==> config.mk <==
export PLATFORM = sky130hd
export DESIGN_NAME = rlcc_core_control
export DESIGN_NICKNAME = d
export VERILOG_FILES = /design/src/rtl/rlcc_pkg.sv /design/src/rtl/rlcc_core_control.sv
export SDC_FILE = /design/constraint.sdc
export NUM_CORES = 1
export LEC_CHECK = 0
export ABC_AREA = 1
export ABC_CLOCK_PERIOD_IN_PS = 1950
export BUFFER_PORTS_ARGS = -buffer_cell sky130_fd_sc_hd__buf_2
export CAP_MARGIN = 20
export CELL_PAD_IN_SITES_DETAIL_PLACEMENT = 1
export CELL_PAD_IN_SITES_GLOBAL_PLACEMENT = 1
export CORE_MARGIN = 1
export CORE_UTILIZATION = 42
export DETAILED_ROUTE_END_ITERATION = 7
export PLACE_DENSITY = 0.79
export SETUP_SLACK_MARGIN = 0.3
export SLEW_MARGIN = 0
export SYNTH_ARGS = -nofsm -noshare
export SYNTH_HDL_FRONTEND = slang
export SYNTH_SLANG_ARGS = --single-unit
export TNS_END_PERCENT = 10
==> constraint.sdc <==
create_clock -name clk_i -period 1.95 [get_ports clk_i]
set_clock_uncertainty 0.2 [all_clocks]
set_input_delay 0 -clock clk_i [delete_from_list [all_inputs] [get_ports clk_i]]
set_output_delay 0 -clock clk_i [all_outputs]
set_load 0.01 [all_outputs]
==> src/rtl/rlcc_pkg.sv <==
// package for the radio link core control block: register map, fields, structs
package rlcc_pkg;
  localparam logic [31:0] ADDR_CTRL = 32'h4000_0000;
  localparam logic [31:0] ADDR_IRQ_STAT = 32'h4000_0010;
  localparam logic [31:0] ADDR_IRQ_ACK = 32'h4000_0018;
  localparam logic [31:0] ADDR_IRQ_MASK = 32'h4000_000c;
  localparam logic [31:0] ADDR_PRIO1 = 32'h4000_010c;
  localparam logic [31:0] ADDR_CTRL2 = 32'h4000_0200;
  localparam logic [31:0] ADDR_EM_BASE = 32'h4000_0208;
  localparam logic [31:0] ADDR_DBG2 = 32'h4000_020c;
  localparam logic [31:0] ADDR_DBG3 = 32'h4000_0210;
  localparam logic [31:0] ADDR_LINK_STAT = 32'h4000_0214;

  localparam int BIT_CORE_RST = 31;
  localparam int BIT_TG_RST = 30;
  localparam int BIT_REG_RST = 29;
  localparam int BIT_SWI = 28;
  localparam int BIT_RFT_ABORT = 26;
  localparam int BIT_ADV_ABORT = 25;
  localparam int BIT_SCAN_ABORT = 24;
  localparam int BIT_MORE_DATA_DISABLE = 22;
  localparam int BIT_SEQNUM_DISABLE = 21;

  // stored control bits: 29, 22, 21 and bits 13:12, 9:8, 6:4 and 2:0
  localparam logic [31:0] CTRL_RW_MASK = 32'h2060_3377;
  localparam logic [31:0] CTRL_RESET = 32'h0000_0000;
  localparam logic [31:0] ZERO32 = 32'h0000_0000;

  // interrupt status/mask layout
  localparam int IRQ_W = 5;
  localparam int IRQ_SW = 0;
  localparam int IRQ_RFT_DONE = 1;
  localparam int IRQ_ADV_DONE = 2;
  localparam int IRQ_SCAN_DONE = 3;
  localparam int IRQ_SN_ERR = 4;
  localparam logic [IRQ_W-1:0] IRQ_MASK_RESET = 5'h00;

  // rf test abort sequence length: a tx abort stops a byte plus crc, 32 bit ticks, later
  localparam logic [3:0] BYTE_BITS = 4'h8;
  localparam logic [4:0] CRC_BITS = 5'h18;

  typedef enum logic [1:0] {
    RLCC_RFT_IDLE = 2'b00,
    RLCC_RFT_BYTE = 2'b01,
    RLCC_RFT_CRC = 2'b11,
    RLCC_RFT_PKT = 2'b10
  } rlcc_rft_e;

  // strobes towards the link engine
  typedef struct packed {
    logic core_rst;
    logic tg_rst;
    logic adv_abort;
    logic scan_abort;
  } rlcc_strobe_s;

  // per-packet flags taken from descriptors and the receiver
  typedef struct packed {
    logic tx_md;
    logic tx_sn;
    logic rx_md;
    logic rx_sn;
    logic exp_sn;
  } rlcc_pkt_s;
endpackage : rlcc_pkg

==> src/rtl/rlcc_core_control.sv <==
// radio link core control register bank with wishbone slave and abort sequencing
// What this block does
// - writing one to bit 31 resets core except registers and timing, then self-clears
// - writing zero to any self-clearing action bit does nothing
// - writing one to bit 30 resets only the timing generator, then self-clears
// - writing one to bit 29 resets the register block except interrupt status
// - writing one to bit 28 raises the software interrupt if unmasked
// - writing one to bit 26 aborts the running rf test, then self-clears
// - endless transmit abort finishes current byte then the crc before stopping
// - endless receive abort finishes packet if access address seen, else stops rf
// - writing one to bit 25 ends the advertising event, then self-clears
// - writing one to bit 24 ends the scan window, then self-clears
// - more-data disable allows a single transmit/receive exchange per event
// - with more-data disabled tx flag comes from descriptor, rx flag only stored
// - sequence number disable sends descriptor sequence number as written
// - sequence number disable ignores received number, no sequence error
//
// Local design decision: the Wishbone interface to the registers.
`timescale 1ns/10ps
module rlcc_core_control (
  // clock and reset
  input wire logic clk_i,
  input wire logic rst_i,
  // wishbone slave
  input wire logic cyc_i,
  input wire logic stb_i,
  input wire logic we_i,
  input wire logic [31:0] adr_i,
  input wire logic [3:0] sel_i,
  input wire logic [31:0] dat_i,
  output logic [31:0] dat_o,
  output logic ack_o,
  output logic err_o,
  // rf test engine status
  input wire logic rft_active_i,
  input wire logic rft_is_tx_i,
  input wire logic rft_bit_tick_i,
  input wire logic rft_aa_found_i,
  input wire logic rft_pkt_end_i,
  output logic rft_stop_o,
  output logic rf_off_o,
  // packet exchange
  input wire rlcc_pkg::rlcc_pkt_s pkt_i,
  input wire logic rx_done_i,
  input wire logic md_peer_i,
  output logic tx_md_o,
  output logic tx_sn_o,
  output logic rx_md_store_o,
  output logic sn_err_o,
  output logic more_exchange_o,
  // strobes and interrupts
  output rlcc_pkg::rlcc_strobe_s strobe_o,
  output logic software_irq_out,
  output logic irq_o
);
  logic [31:0] ctrl_q;
  logic [31:0] prio1_q;
  logic [31:0] ctrl2_q;
  logic [31:0] em_base_q;
  logic [rlcc_pkg::IRQ_W-1:0] stat_q;
  logic [rlcc_pkg::IRQ_W-1:0] mask_q;
  logic ack_q;
  logic err_q;
  logic [31:0] rdata_q;
  rlcc_pkg::rlcc_strobe_s strobe_q;
  rlcc_pkg::rlcc_rft_e rft_q;
  logic [4:0] rft_cnt_q;
  logic rft_stop_q;
  logic rf_off_q;

  // bus decode
  wire req = cyc_i && stb_i && !ack_q;
  wire wr = req && we_i;
  wire hit_ctrl = adr_i == rlcc_pkg::ADDR_CTRL;
  wire hit_stat = adr_i == rlcc_pkg::ADDR_IRQ_STAT;
  wire hit_ack = adr_i == rlcc_pkg::ADDR_IRQ_ACK;
  wire hit_mask = adr_i == rlcc_pkg::ADDR_IRQ_MASK;
  wire hit_prio1 = adr_i == rlcc_pkg::ADDR_PRIO1;
  wire hit_ctrl2 = adr_i == rlcc_pkg::ADDR_CTRL2;
  wire hit_em = adr_i == rlcc_pkg::ADDR_EM_BASE;
  wire hit_dbg = adr_i == rlcc_pkg::ADDR_DBG2 || adr_i == rlcc_pkg::ADDR_DBG3;
  wire hit_lstat = adr_i == rlcc_pkg::ADDR_LINK_STAT;
  wire mapped = hit_ctrl | hit_stat | hit_ack | hit_mask | hit_prio1 | hit_ctrl2 | hit_em | hit_dbg | hit_lstat;
  // byte lanes: an unselected lane keeps its stored bits in prio1, ctrl2 and em base, but is written as zero in ctrl and mask
  wire [31:0] bmask;
  for (genvar b = 0; b < 4; b++)
  begin : g_lane
    assign bmask[8*b+7:8*b] = {8{sel_i[b]}};
  end
  wire [31:0] wbits = dat_i & bmask;
  wire ctrl_wr = wr && hit_ctrl;

  // a zero written to an action bit never raises a strobe
  wire go_core = ctrl_wr && wbits[rlcc_pkg::BIT_CORE_RST];
  wire go_tg = ctrl_wr && wbits[rlcc_pkg::BIT_TG_RST];
  wire go_reg = ctrl_wr && wbits[rlcc_pkg::BIT_REG_RST];
  wire go_swi = ctrl_wr && wbits[rlcc_pkg::BIT_SWI];
  wire go_rft = ctrl_wr && wbits[rlcc_pkg::BIT_RFT_ABORT];
  wire go_adv = ctrl_wr && wbits[rlcc_pkg::BIT_ADV_ABORT];
  wire go_scan = ctrl_wr && wbits[rlcc_pkg::BIT_SCAN_ABORT];

  // an abort with no test running is dropped, it never waits for one
  wire rft_take = go_rft && rft_active_i;

  wire more_data_disable = ctrl_q[rlcc_pkg::BIT_MORE_DATA_DISABLE];
  wire seqnum_disable = ctrl_q[rlcc_pkg::BIT_SEQNUM_DISABLE];
  wire reg_rst = rst_i || ctrl_q[rlcc_pkg::BIT_REG_RST];

  // packet flag handling
  assign tx_md_o = more_data_disable ? pkt_i.tx_md : md_peer_i;
  assign more_exchange_o = !more_data_disable && (pkt_i.tx_md || pkt_i.rx_md);
  assign rx_md_store_o = pkt_i.rx_md;
  assign tx_sn_o = seqnum_disable ? pkt_i.tx_sn : pkt_i.exp_sn;
  wire sn_differs = pkt_i.rx_sn != pkt_i.exp_sn;
  wire sn_mismatch = rx_done_i && !seqnum_disable && sn_differs;
  assign sn_err_o = sn_mismatch;

  // interrupt events
  wire [rlcc_pkg::IRQ_W-1:0] ev;
  assign ev[rlcc_pkg::IRQ_SW] = ctrl_q[rlcc_pkg::BIT_SWI];
  assign ev[rlcc_pkg::IRQ_RFT_DONE] = rft_stop_q;
  assign ev[rlcc_pkg::IRQ_ADV_DONE] = strobe_q.adv_abort;
  assign ev[rlcc_pkg::IRQ_SCAN_DONE] = strobe_q.scan_abort;
  assign ev[rlcc_pkg::IRQ_SN_ERR] = sn_mismatch;
  wire [rlcc_pkg::IRQ_W-1:0] ack_clr = (wr && hit_ack) ? wbits[rlcc_pkg::IRQ_W-1:0] : '0;
  wire [rlcc_pkg::IRQ_W-1:0] pend = stat_q & mask_q;
  assign irq_o = |pend;
  assign software_irq_out = pend[rlcc_pkg::IRQ_SW];

  // read mux; strobe bits read zero: bits 29 and 28 are stored but masked out, the others are never stored
  wire [31:0] lstat = {28'h0000000, rft_q, rf_off_q, rft_stop_q};
  wire [31:0] rmux =
    hit_ctrl ? (ctrl_q & rlcc_pkg::CTRL_RW_MASK & ~(32'h1 << rlcc_pkg::BIT_REG_RST)) :
    hit_stat ? {27'h0000000, stat_q} :
    hit_mask ? {27'h0000000, mask_q} :
    hit_prio1 ? prio1_q :
    hit_ctrl2 ? ctrl2_q :
    hit_em ? em_base_q :
    hit_lstat ? lstat : rlcc_pkg::ZERO32;

  assign ack_o = ack_q;
  assign err_o = err_q;
  assign dat_o = rdata_q;
  assign strobe_o = strobe_q;
  assign rft_stop_o = rft_stop_q;
  assign rf_off_o = rf_off_q;

  // bus handshake: answer one cycle after the request
  always_ff @(posedge clk_i)
  begin
    if (rst_i)
      ack_q <= 1'b0;
    else
      ack_q <= req && mapped;
  end

  // unmapped addresses answer with an error and change nothing
  always_ff @(posedge clk_i)
  begin
    if (rst_i)
      err_q <= 1'b0;
    else
      err_q <= req && !mapped;
  end

  // read data is zero outside the answering cycle so stale values never leak
  always_ff @(posedge clk_i)
  begin
    if (rst_i)
      rdata_q <= rlcc_pkg::ZERO32;
    else
      rdata_q <= (req && !we_i) ? rmux : rlcc_pkg::ZERO32;
  end

  // control register; a pending register reset wipes the block next cycle
  always_ff @(posedge clk_i)
  begin
    if (reg_rst)
      ctrl_q <= rlcc_pkg::CTRL_RESET;
    else
    begin
      // action bit 28 is held one cycle only, to feed the status
      ctrl_q[rlcc_pkg::BIT_SWI] <= go_swi;
      if (ctrl_wr)
      begin
        ctrl_q[rlcc_pkg::BIT_REG_RST] <= wbits[rlcc_pkg::BIT_REG_RST];
        ctrl_q[rlcc_pkg::BIT_MORE_DATA_DISABLE] <= wbits[rlcc_pkg::BIT_MORE_DATA_DISABLE];
        ctrl_q[rlcc_pkg::BIT_SEQNUM_DISABLE] <= wbits[rlcc_pkg::BIT_SEQNUM_DISABLE];
        ctrl_q[20:0] <= wbits[20:0] & rlcc_pkg::CTRL_RW_MASK[20:0];
      end
    end
  end

  // coexistence priority, merged per byte lane
  always_ff @(posedge clk_i)
  begin
    if (reg_rst)
      prio1_q <= rlcc_pkg::ZERO32;
    else if (wr && hit_prio1)
      prio1_q <= (prio1_q & ~bmask) | wbits;
  end

  // second control register, merged per byte lane
  always_ff @(posedge clk_i)
  begin
    if (reg_rst)
      ctrl2_q <= rlcc_pkg::ZERO32;
    else if (wr && hit_ctrl2)
      ctrl2_q <= (ctrl2_q & ~bmask) | wbits;
  end

  // exchange memory base, merged per byte lane
  always_ff @(posedge clk_i)
  begin
    if (reg_rst)
      em_base_q <= rlcc_pkg::ZERO32;
    else if (wr && hit_em)
      em_base_q <= (em_base_q & ~bmask) | wbits;
  end

  // interrupt mask belongs to the register block and is wiped with it
  always_ff @(posedge clk_i)
  begin
    if (reg_rst)
      mask_q <= rlcc_pkg::IRQ_MASK_RESET;
    else if (wr && hit_mask)
      mask_q <= wbits[rlcc_pkg::IRQ_W-1:0];
  end

  // interrupt status survives a register block reset; set beats clear
  for (genvar g = 0; g < rlcc_pkg::IRQ_W; g++)
  begin : g_stat
    always_ff @(posedge clk_i)
    begin
      if (rst_i)
        stat_q[g] <= 1'b0;
      else if (ev[g])
        stat_q[g] <= 1'b1;
      else if (ack_clr[g])
        stat_q[g] <= 1'b0;
    end
  end

  // one-cycle action strobes towards the core
  always_ff @(posedge clk_i)
  begin
    if (rst_i)
      strobe_q <= '0;
    else
    begin
      strobe_q.core_rst <= go_core;
      strobe_q.tg_rst <= go_tg;
      strobe_q.adv_abort <= go_adv;
      strobe_q.scan_abort <= go_scan;
    end
  end

  // rf test abort: tx drains byte then crc, rx waits for packet end if synced
  always_ff @(posedge clk_i)
  begin
    if (rst_i || strobe_q.core_rst)
    begin
      rft_q <= rlcc_pkg::RLCC_RFT_IDLE;
      rft_cnt_q <= '0;
      rft_stop_q <= 1'b0;
      rf_off_q <= 1'b0;
    end
    else
    begin
      rft_stop_q <= 1'b0;
      rf_off_q <= 1'b0;
      case (rft_q)
        rlcc_pkg::RLCC_RFT_IDLE:
          if (rft_take)
          begin
            if (rft_is_tx_i)
            begin
              rft_q <= rlcc_pkg::RLCC_RFT_BYTE;
              rft_cnt_q <= 5'(rlcc_pkg::BYTE_BITS);
            end
            else if (rft_aa_found_i)
              rft_q <= rlcc_pkg::RLCC_RFT_PKT;
            else
            begin
              rft_stop_q <= 1'b1;
              rf_off_q <= 1'b1;
            end
          end
        rlcc_pkg::RLCC_RFT_BYTE:
          if (rft_bit_tick_i)
          begin
            if (rft_cnt_q == 5'h01)
            begin
              rft_q <= rlcc_pkg::RLCC_RFT_CRC;
              rft_cnt_q <= rlcc_pkg::CRC_BITS;
            end
            else
              rft_cnt_q <= rft_cnt_q - 5'h01;
          end
        rlcc_pkg::RLCC_RFT_CRC:
          if (rft_bit_tick_i)
          begin
            if (rft_cnt_q == 5'h01)
            begin
              rft_q <= rlcc_pkg::RLCC_RFT_IDLE;
              rft_stop_q <= 1'b1;
              rf_off_q <= 1'b1;
            end
            else
              rft_cnt_q <= rft_cnt_q - 5'h01;
          end
        rlcc_pkg::RLCC_RFT_PKT:
          if (rft_pkt_end_i)
          begin
            rft_q <= rlcc_pkg::RLCC_RFT_IDLE;
            rft_stop_q <= 1'b1;
            rf_off_q <= 1'b1;
          end
        default:
          rft_q <= rlcc_pkg::RLCC_RFT_IDLE;
      endcase
    end
  end
endmodule : rlcc_core_control

== Yosys cells after proc, flatten, opt, wreduce, memory -nomap -nowiden ==
Cells that the tools add are included.

* Flip-flop bits (word level): 166
* Bits in latches: 0
* Bits in writable memories: 0
* ROM bits: 0
* Bits of input ports: 85
* Output and inout port bits: 47
* Word-level logic and storage cells: 153
* Memories: 0

* Add/sub/neg operators: 1
* Multipliers: 0
* Div/mod/pow operators: 0
* Order comparisons: 0
* Eq/ne operators: 24
* Shifts and indexed selects: 0
* Multiplexer cells: 43
* Bitwise logic cells: 18
* Reductions and logical operators: 44

{| class="wikitable"
|+ Operator list
! operator !! count
|-
| $eq 32x31->1 const B || 10
|-
| $and 32x32->32 || 4
|-
| $mux 32 || 3
|-
| $or 32x32->32 || 3
|-
| $mux 23 || 3
|-
| $mux 5 || 7
|-
| $not 32->32 || 1
|-
| $logic_and 1x1->1 || 22
|-
| $mux 1 || 18
|-
| $mux 2 || 8
|-
| $ne 2x2->1 const B || 8
|-
| $pmux 5 s3 || 1
|-
| $reduce_bool 2->1 || 5
|-
| $reduce_or 5->1 || 2
|-
| $or 1x1->1 || 8
|-
| $pmux 2 s4 || 1
|-
| $reduce_and 7->1 || 1
|-
| $reduce_and 6->1 || 1
|-
| $and 5x5->5 || 1
|-
| $eq 5x1->1 const B || 1
|-
| $logic_not 1->1 || 5
|-
| $sub 5x1->5 const B || 1
|-
| $eq 2x2->1 const B || 2
|-
| $logic_or 1x1->1 || 4
|-
| other kinds (10) || 10
|}

== Logic depth before layout (Yosys ltp) ==
* Word-level depth: 11
* Depth in mapped cells: 15
* Depth with buffers taken out: 15

== Worst setup path before layout ==
OpenSTA, ideal clock, no wires.

* Path type: reg-to-reg
* Start: reg rft_cnt_q[1]
* End: reg rft_cnt_q[0]
* Setup time: 0.112 ns
* Arrival: 1.403 ns
* Data required time: 1.638 ns
* Path slack: 0.234 ns
* Cell stages (with the launch flop): 9
* Cells stage by stage: dfxtp_1 -> inv_1 -> ha_1 -> nand3_1 -> inv_1 -> a211oi_2 -> nand3_1 -> nand2_1 -> nor2_1

* Longest elaborated chain between the ends: 4
* Elaborated cells between the ends (all ways): 6
* Classes of those cells: 2 x eq/ne; 3 x mux; 1 x reduce/logical

{| class="wikitable"
|+ RTL lines
! element !! RTL line !! text
|-
| start, declared || rlcc_core_control.sv:67 || <nowiki>logic [4:0] rft_cnt_q;</nowiki>
|-
| start signal, assigned || rlcc_core_control.sv:279 || <nowiki>rft_cnt_q <= 5'(rlcc_pkg::BYTE_BITS);</nowiki>
|-
| start signal, assigned || rlcc_core_control.sv:295 || <nowiki>rft_cnt_q <= rlcc_pkg::CRC_BITS;</nowiki>
|-
| start signal, assigned || rlcc_core_control.sv:298 || <nowiki>rft_cnt_q <= rft_cnt_q - 5'h01;</nowiki>
|-
| $eq 5x1->1 * || rlcc_core_control.sv:292, rlcc_core_control.sv:303 ||
|-
| $mux 5 || rlcc_core_control.sv:292 || <nowiki>if (rft_cnt_q == 5'h01)</nowiki>
|-
| $mux 5 || rlcc_core_control.sv:290 || <nowiki>if (rft_bit_tick_i)</nowiki>
|-
| $pmux 5 s3 || rlcc_core_control.sv:272 || <nowiki>case (rft_q)</nowiki>
|}

Every way passes the cells marked *; elsewhere a longest branch is shown, timed or not. The select of a mux whose other input is x is not followed.
A chain may end at the register's enable or synchronous reset.

== Worst setup path after layout ==
* Start: reg ack_q (netlist: ack_o)
* End: reg rdata_q[29] (netlist: dat_o[29])

* Longest elaborated chain between the ends: 5

{| class="wikitable"
|+ RTL lines
! element !! RTL line !! text
|-
| start, declared || rlcc_core_control.sv:62 || <nowiki>logic ack_q;</nowiki>
|-
| start signal, assigned || rlcc_core_control.sv:154 || <nowiki>ack_q <= req && mapped;</nowiki>
|-
| $logic_not 1->1 || rlcc_core_control.sv:72 || <nowiki>wire req = cyc_i && stb_i && !ack_q;</nowiki>
|-
| $logic_and 1x1->1 || rlcc_core_control.sv:72 ||
|-
| $logic_and 1x1->1 || rlcc_core_control.sv:172 || <nowiki>rdata_q <= (req && !we_i) ? rmux : rlcc_pkg::ZERO32;</nowiki>
|-
| $not 1->1 (no source line) || n/a ||
|-
| $reduce_or 5->1 (no source line) || n/a ||
|-
| end signal, assigned || rlcc_core_control.sv:170 || <nowiki>rdata_q <= rlcc_pkg::ZERO32;</nowiki>
|-
| end signal, assigned || rlcc_core_control.sv:172 ||
|-
| end, declared || rlcc_core_control.sv:64 || <nowiki>logic [31:0] rdata_q;</nowiki>
|}

No other way between the ends.

==> out/results.ini <==
[status]
status=finished, violations left
violations=design-rule violations, negative hold slack

[setup_path]
critPathLaunchType=flip-flop
path_max_fanout=6
slowest_stage=dfxtp_2
critical_path.max_stage_delay_ps=340
crit_family=simple AND/OR/NAND/NOR gates
path_cells=nor2_4, inv_2, nor2_4, inv_2, nor2_4, inv_2, nor2_4, buf_6, buf_16, o21ai_0, nor2_1
reg2reg_from=ack_o
cpMostUsedCell=nor2_4
critPathCaptureType=flip-flop
path_class=flip-flop to flip-flop
worstPathRequired_ps=2110
crit_start=ack_o
crit_arrival_ps=1990
crit_buf_inv=5

[die]
die_area_sq_um=19320
core-area_sq_um=18150
start_util_pct=43.44
die_x_um=139.0
boundaryPins=132
die_h_um=139.0
num_rows=49

[drt]
drt_iter0_markers=448
wirelength_um=26670
drc=6
ant_nets=0
routedWlPerCell_um=19.19
via_per_inst=5.399
dr_total_vias=7505
drt_pre_antenna_iters=8

[final_layout]
nets=1235
diodes=0
final_cells=1390
drive_above_1_share_pct=32.21
final_util_pct=57.42
area_growth_pct=32.19

[synthesis]
yosysTopAreaCellShare_pct=42.16
synthCells=940
synth-edff-count=0
yosysWarningCount=0
synthFlopType=dfxtp_1
netlist-cell-type-count=40
yosysSeqAreaShare_pct=42.16
yosys-top-cells-area=dfxtp_1, a211oi_2, nor2_1, inv_1, nand2_1
syn_area_sq_um=7883
ys_ff_latch=166
async_reset_ff_share_pct=0
synth_nets=1027
postSynthAreaPerCell_sq_um=8.386
yosysTopAreaCell=dfxtp_1

[timing]
whs_ps=-13.37
setup_violations=0
timing.setup.tns_ps=0
finalCritPeriodShare_pct=94.26
drv_slew=0
period_needed_ps=1838
finalHoldViolCount=4
worst_slew_margin_rel_pct=67.29
grt_setup_unrepaired=true
max_freq_ghz=0.5440
worst-slew-pin-transition_ps=490.7

[pwr]
total_power_mw=7.324
p_per_area_nw_per_um2=702.9
ir_drop_v=0.0006741
leakagePower_nw=4.237

[clock_network]
clkLatencyLatePin_ps=440
cts.clk_slew.worst_paths_ps=70
cts_buffers=17
cts_buffer_depth=2
cts_sinks=166
cts_tree=built
cts_root_buf=clkbuf_16
htree_levels=4

[global_route]
grt_max_degree=34
grt-ovfl-total=0
grt_antenna_before_repair=0
grt_util_all_layers_pct=28.42
met2_usage_pct=49.71
grt_pass1_vias=7863
grt_pass1_wl_um=42380
grt.busiest_layer=met2
met3_usage_pct=5.076
met1_usage_pct=34.30

[placement]
dp_hpwl_um=15680
port_buffers=131
place_inst=1279
place.gp.congestion=0.8366

[flow_run]
max_cap_viol_count=0

[worst_hold_path]
hold_class=input pin to flip-flop
hold_path_startpoint=adr_i[8]

[worst reg2reg max path, stage by stage (launching register included)]
cell	delay [ps]
dfxtp_2	340
nor2_4	100
inv_2	70
nor2_4	100
inv_2	70
nor2_4	100
inv_2	60
nor2_4	170
buf_6	140
buf_16	120
o21ai_0	120
nor2_1	170
[worst paths after layout]
kind	to	slack [ps]	cells after the start
worst max-delay path	dat_o[29]	110	11
worst max register to register	dat_o[29]	110	11
worst min register to register	dat_o[4]	250	2
worst min-delay path	mask_q[3]	-10	6
[metrics by stage]
stage	setup WS, ps	area (sq um)
final	111.9	10420
after floorplan	279.4	7895
after detailed placement	34.91	8786
after global routing	26.94	10420
after CTS	205.5	10390
after global placement	52.94	8786
[per-layer routing]
layer  wire [um]  vias to the layer above
li1            -                     3547
met5           0                        -
met4         713                        0
met1       11400                     3684
met2       13500                      216
met3        1057                       58
[report_power, final]
group          total [mW]  switching [mW]  leakage, nW  internal [mW]
combinational       0.470           0.262         2.61          0.208
clock                3.46            1.46        0.287           2.00
sequential           3.39         0.00163         1.34           3.39
[final cells by class]
class / count / area [sq um]
repair buffers: 237 / 1754
inverters: 133 / 501.7
clock inverters: 10 / 120.1
flip-flops and latches: 166 / 3324
clock buffers: 22 / 474.2
multi-input cells: 593 / 3959
well taps: 229 / 286.5
fillers: 2118 / 7727
[kinds of logic (layout without fill, tap and decap cells)]
family | count (synthesis) | after routing | synth area share, %
and+or+nand+nor | 374 | 374 | 22.56
AOI/OAI and AO/OA | 212 | 212 | 24.13
buffers and inverters | 181 | 402 | 10.22
DFF | 166 | 166 | 42.16
xor gates and xnor gates | 3 | 3 | 0.3334
adders and majority gates | 2 | 2 | 0.3174
muxes | 2 | 2 | 0.2857
[cells in the final DEF, fill, tap and decap left out, types with 4 or more instances in the layout]
cell type / instances
buf_6: 6
o221ai_1: 4
nor2_1: 160
nand2_4: 9
a211oi_2: 92
nor2_8: 5
buf_2: 131
nand2_8: 9
a211oi_1: 40
inv_1: 127
nand2_1: 90
o211ai_1: 6
clkbuf_16: 17
nand3_1: 36
a21oi_1: 28
nor2_4: 7
dlygate4sd3_1: 53
nor3_1: 22
dfxtp_1: 165
buf_12: 7
o21ai_1: 4
nor3b_1: 6
nor2_2: 17
buf_4: 37
o21ai_0: 29
inv_2: 4
[Yosys cell counts (9+ instances only)]
master and instances:
nand3_1 37, o21ai_0 36, buf_2 11, dfxtp_1 166
nand2_1 91, buf_6 12, a21oi_1 28, nor3_1 23
inv_1 130, nand2_4 15, clkbuf_1 15, nor2_1 174
a211oi_2 92, nor2_2 9, a211oi_1 41
[timing repair]
item / CTS / global route
hold endpoints to repair: 128 / 0
setup buffers: 21 / 2
gates resized for setup: 52 / 7
hold buffers: 53 / 0
endpoints found under the setup margin: 158 / 162
gates cloned: 3 / 0
pin swaps: 24 / 7
(Power assumes the default switching activity.)
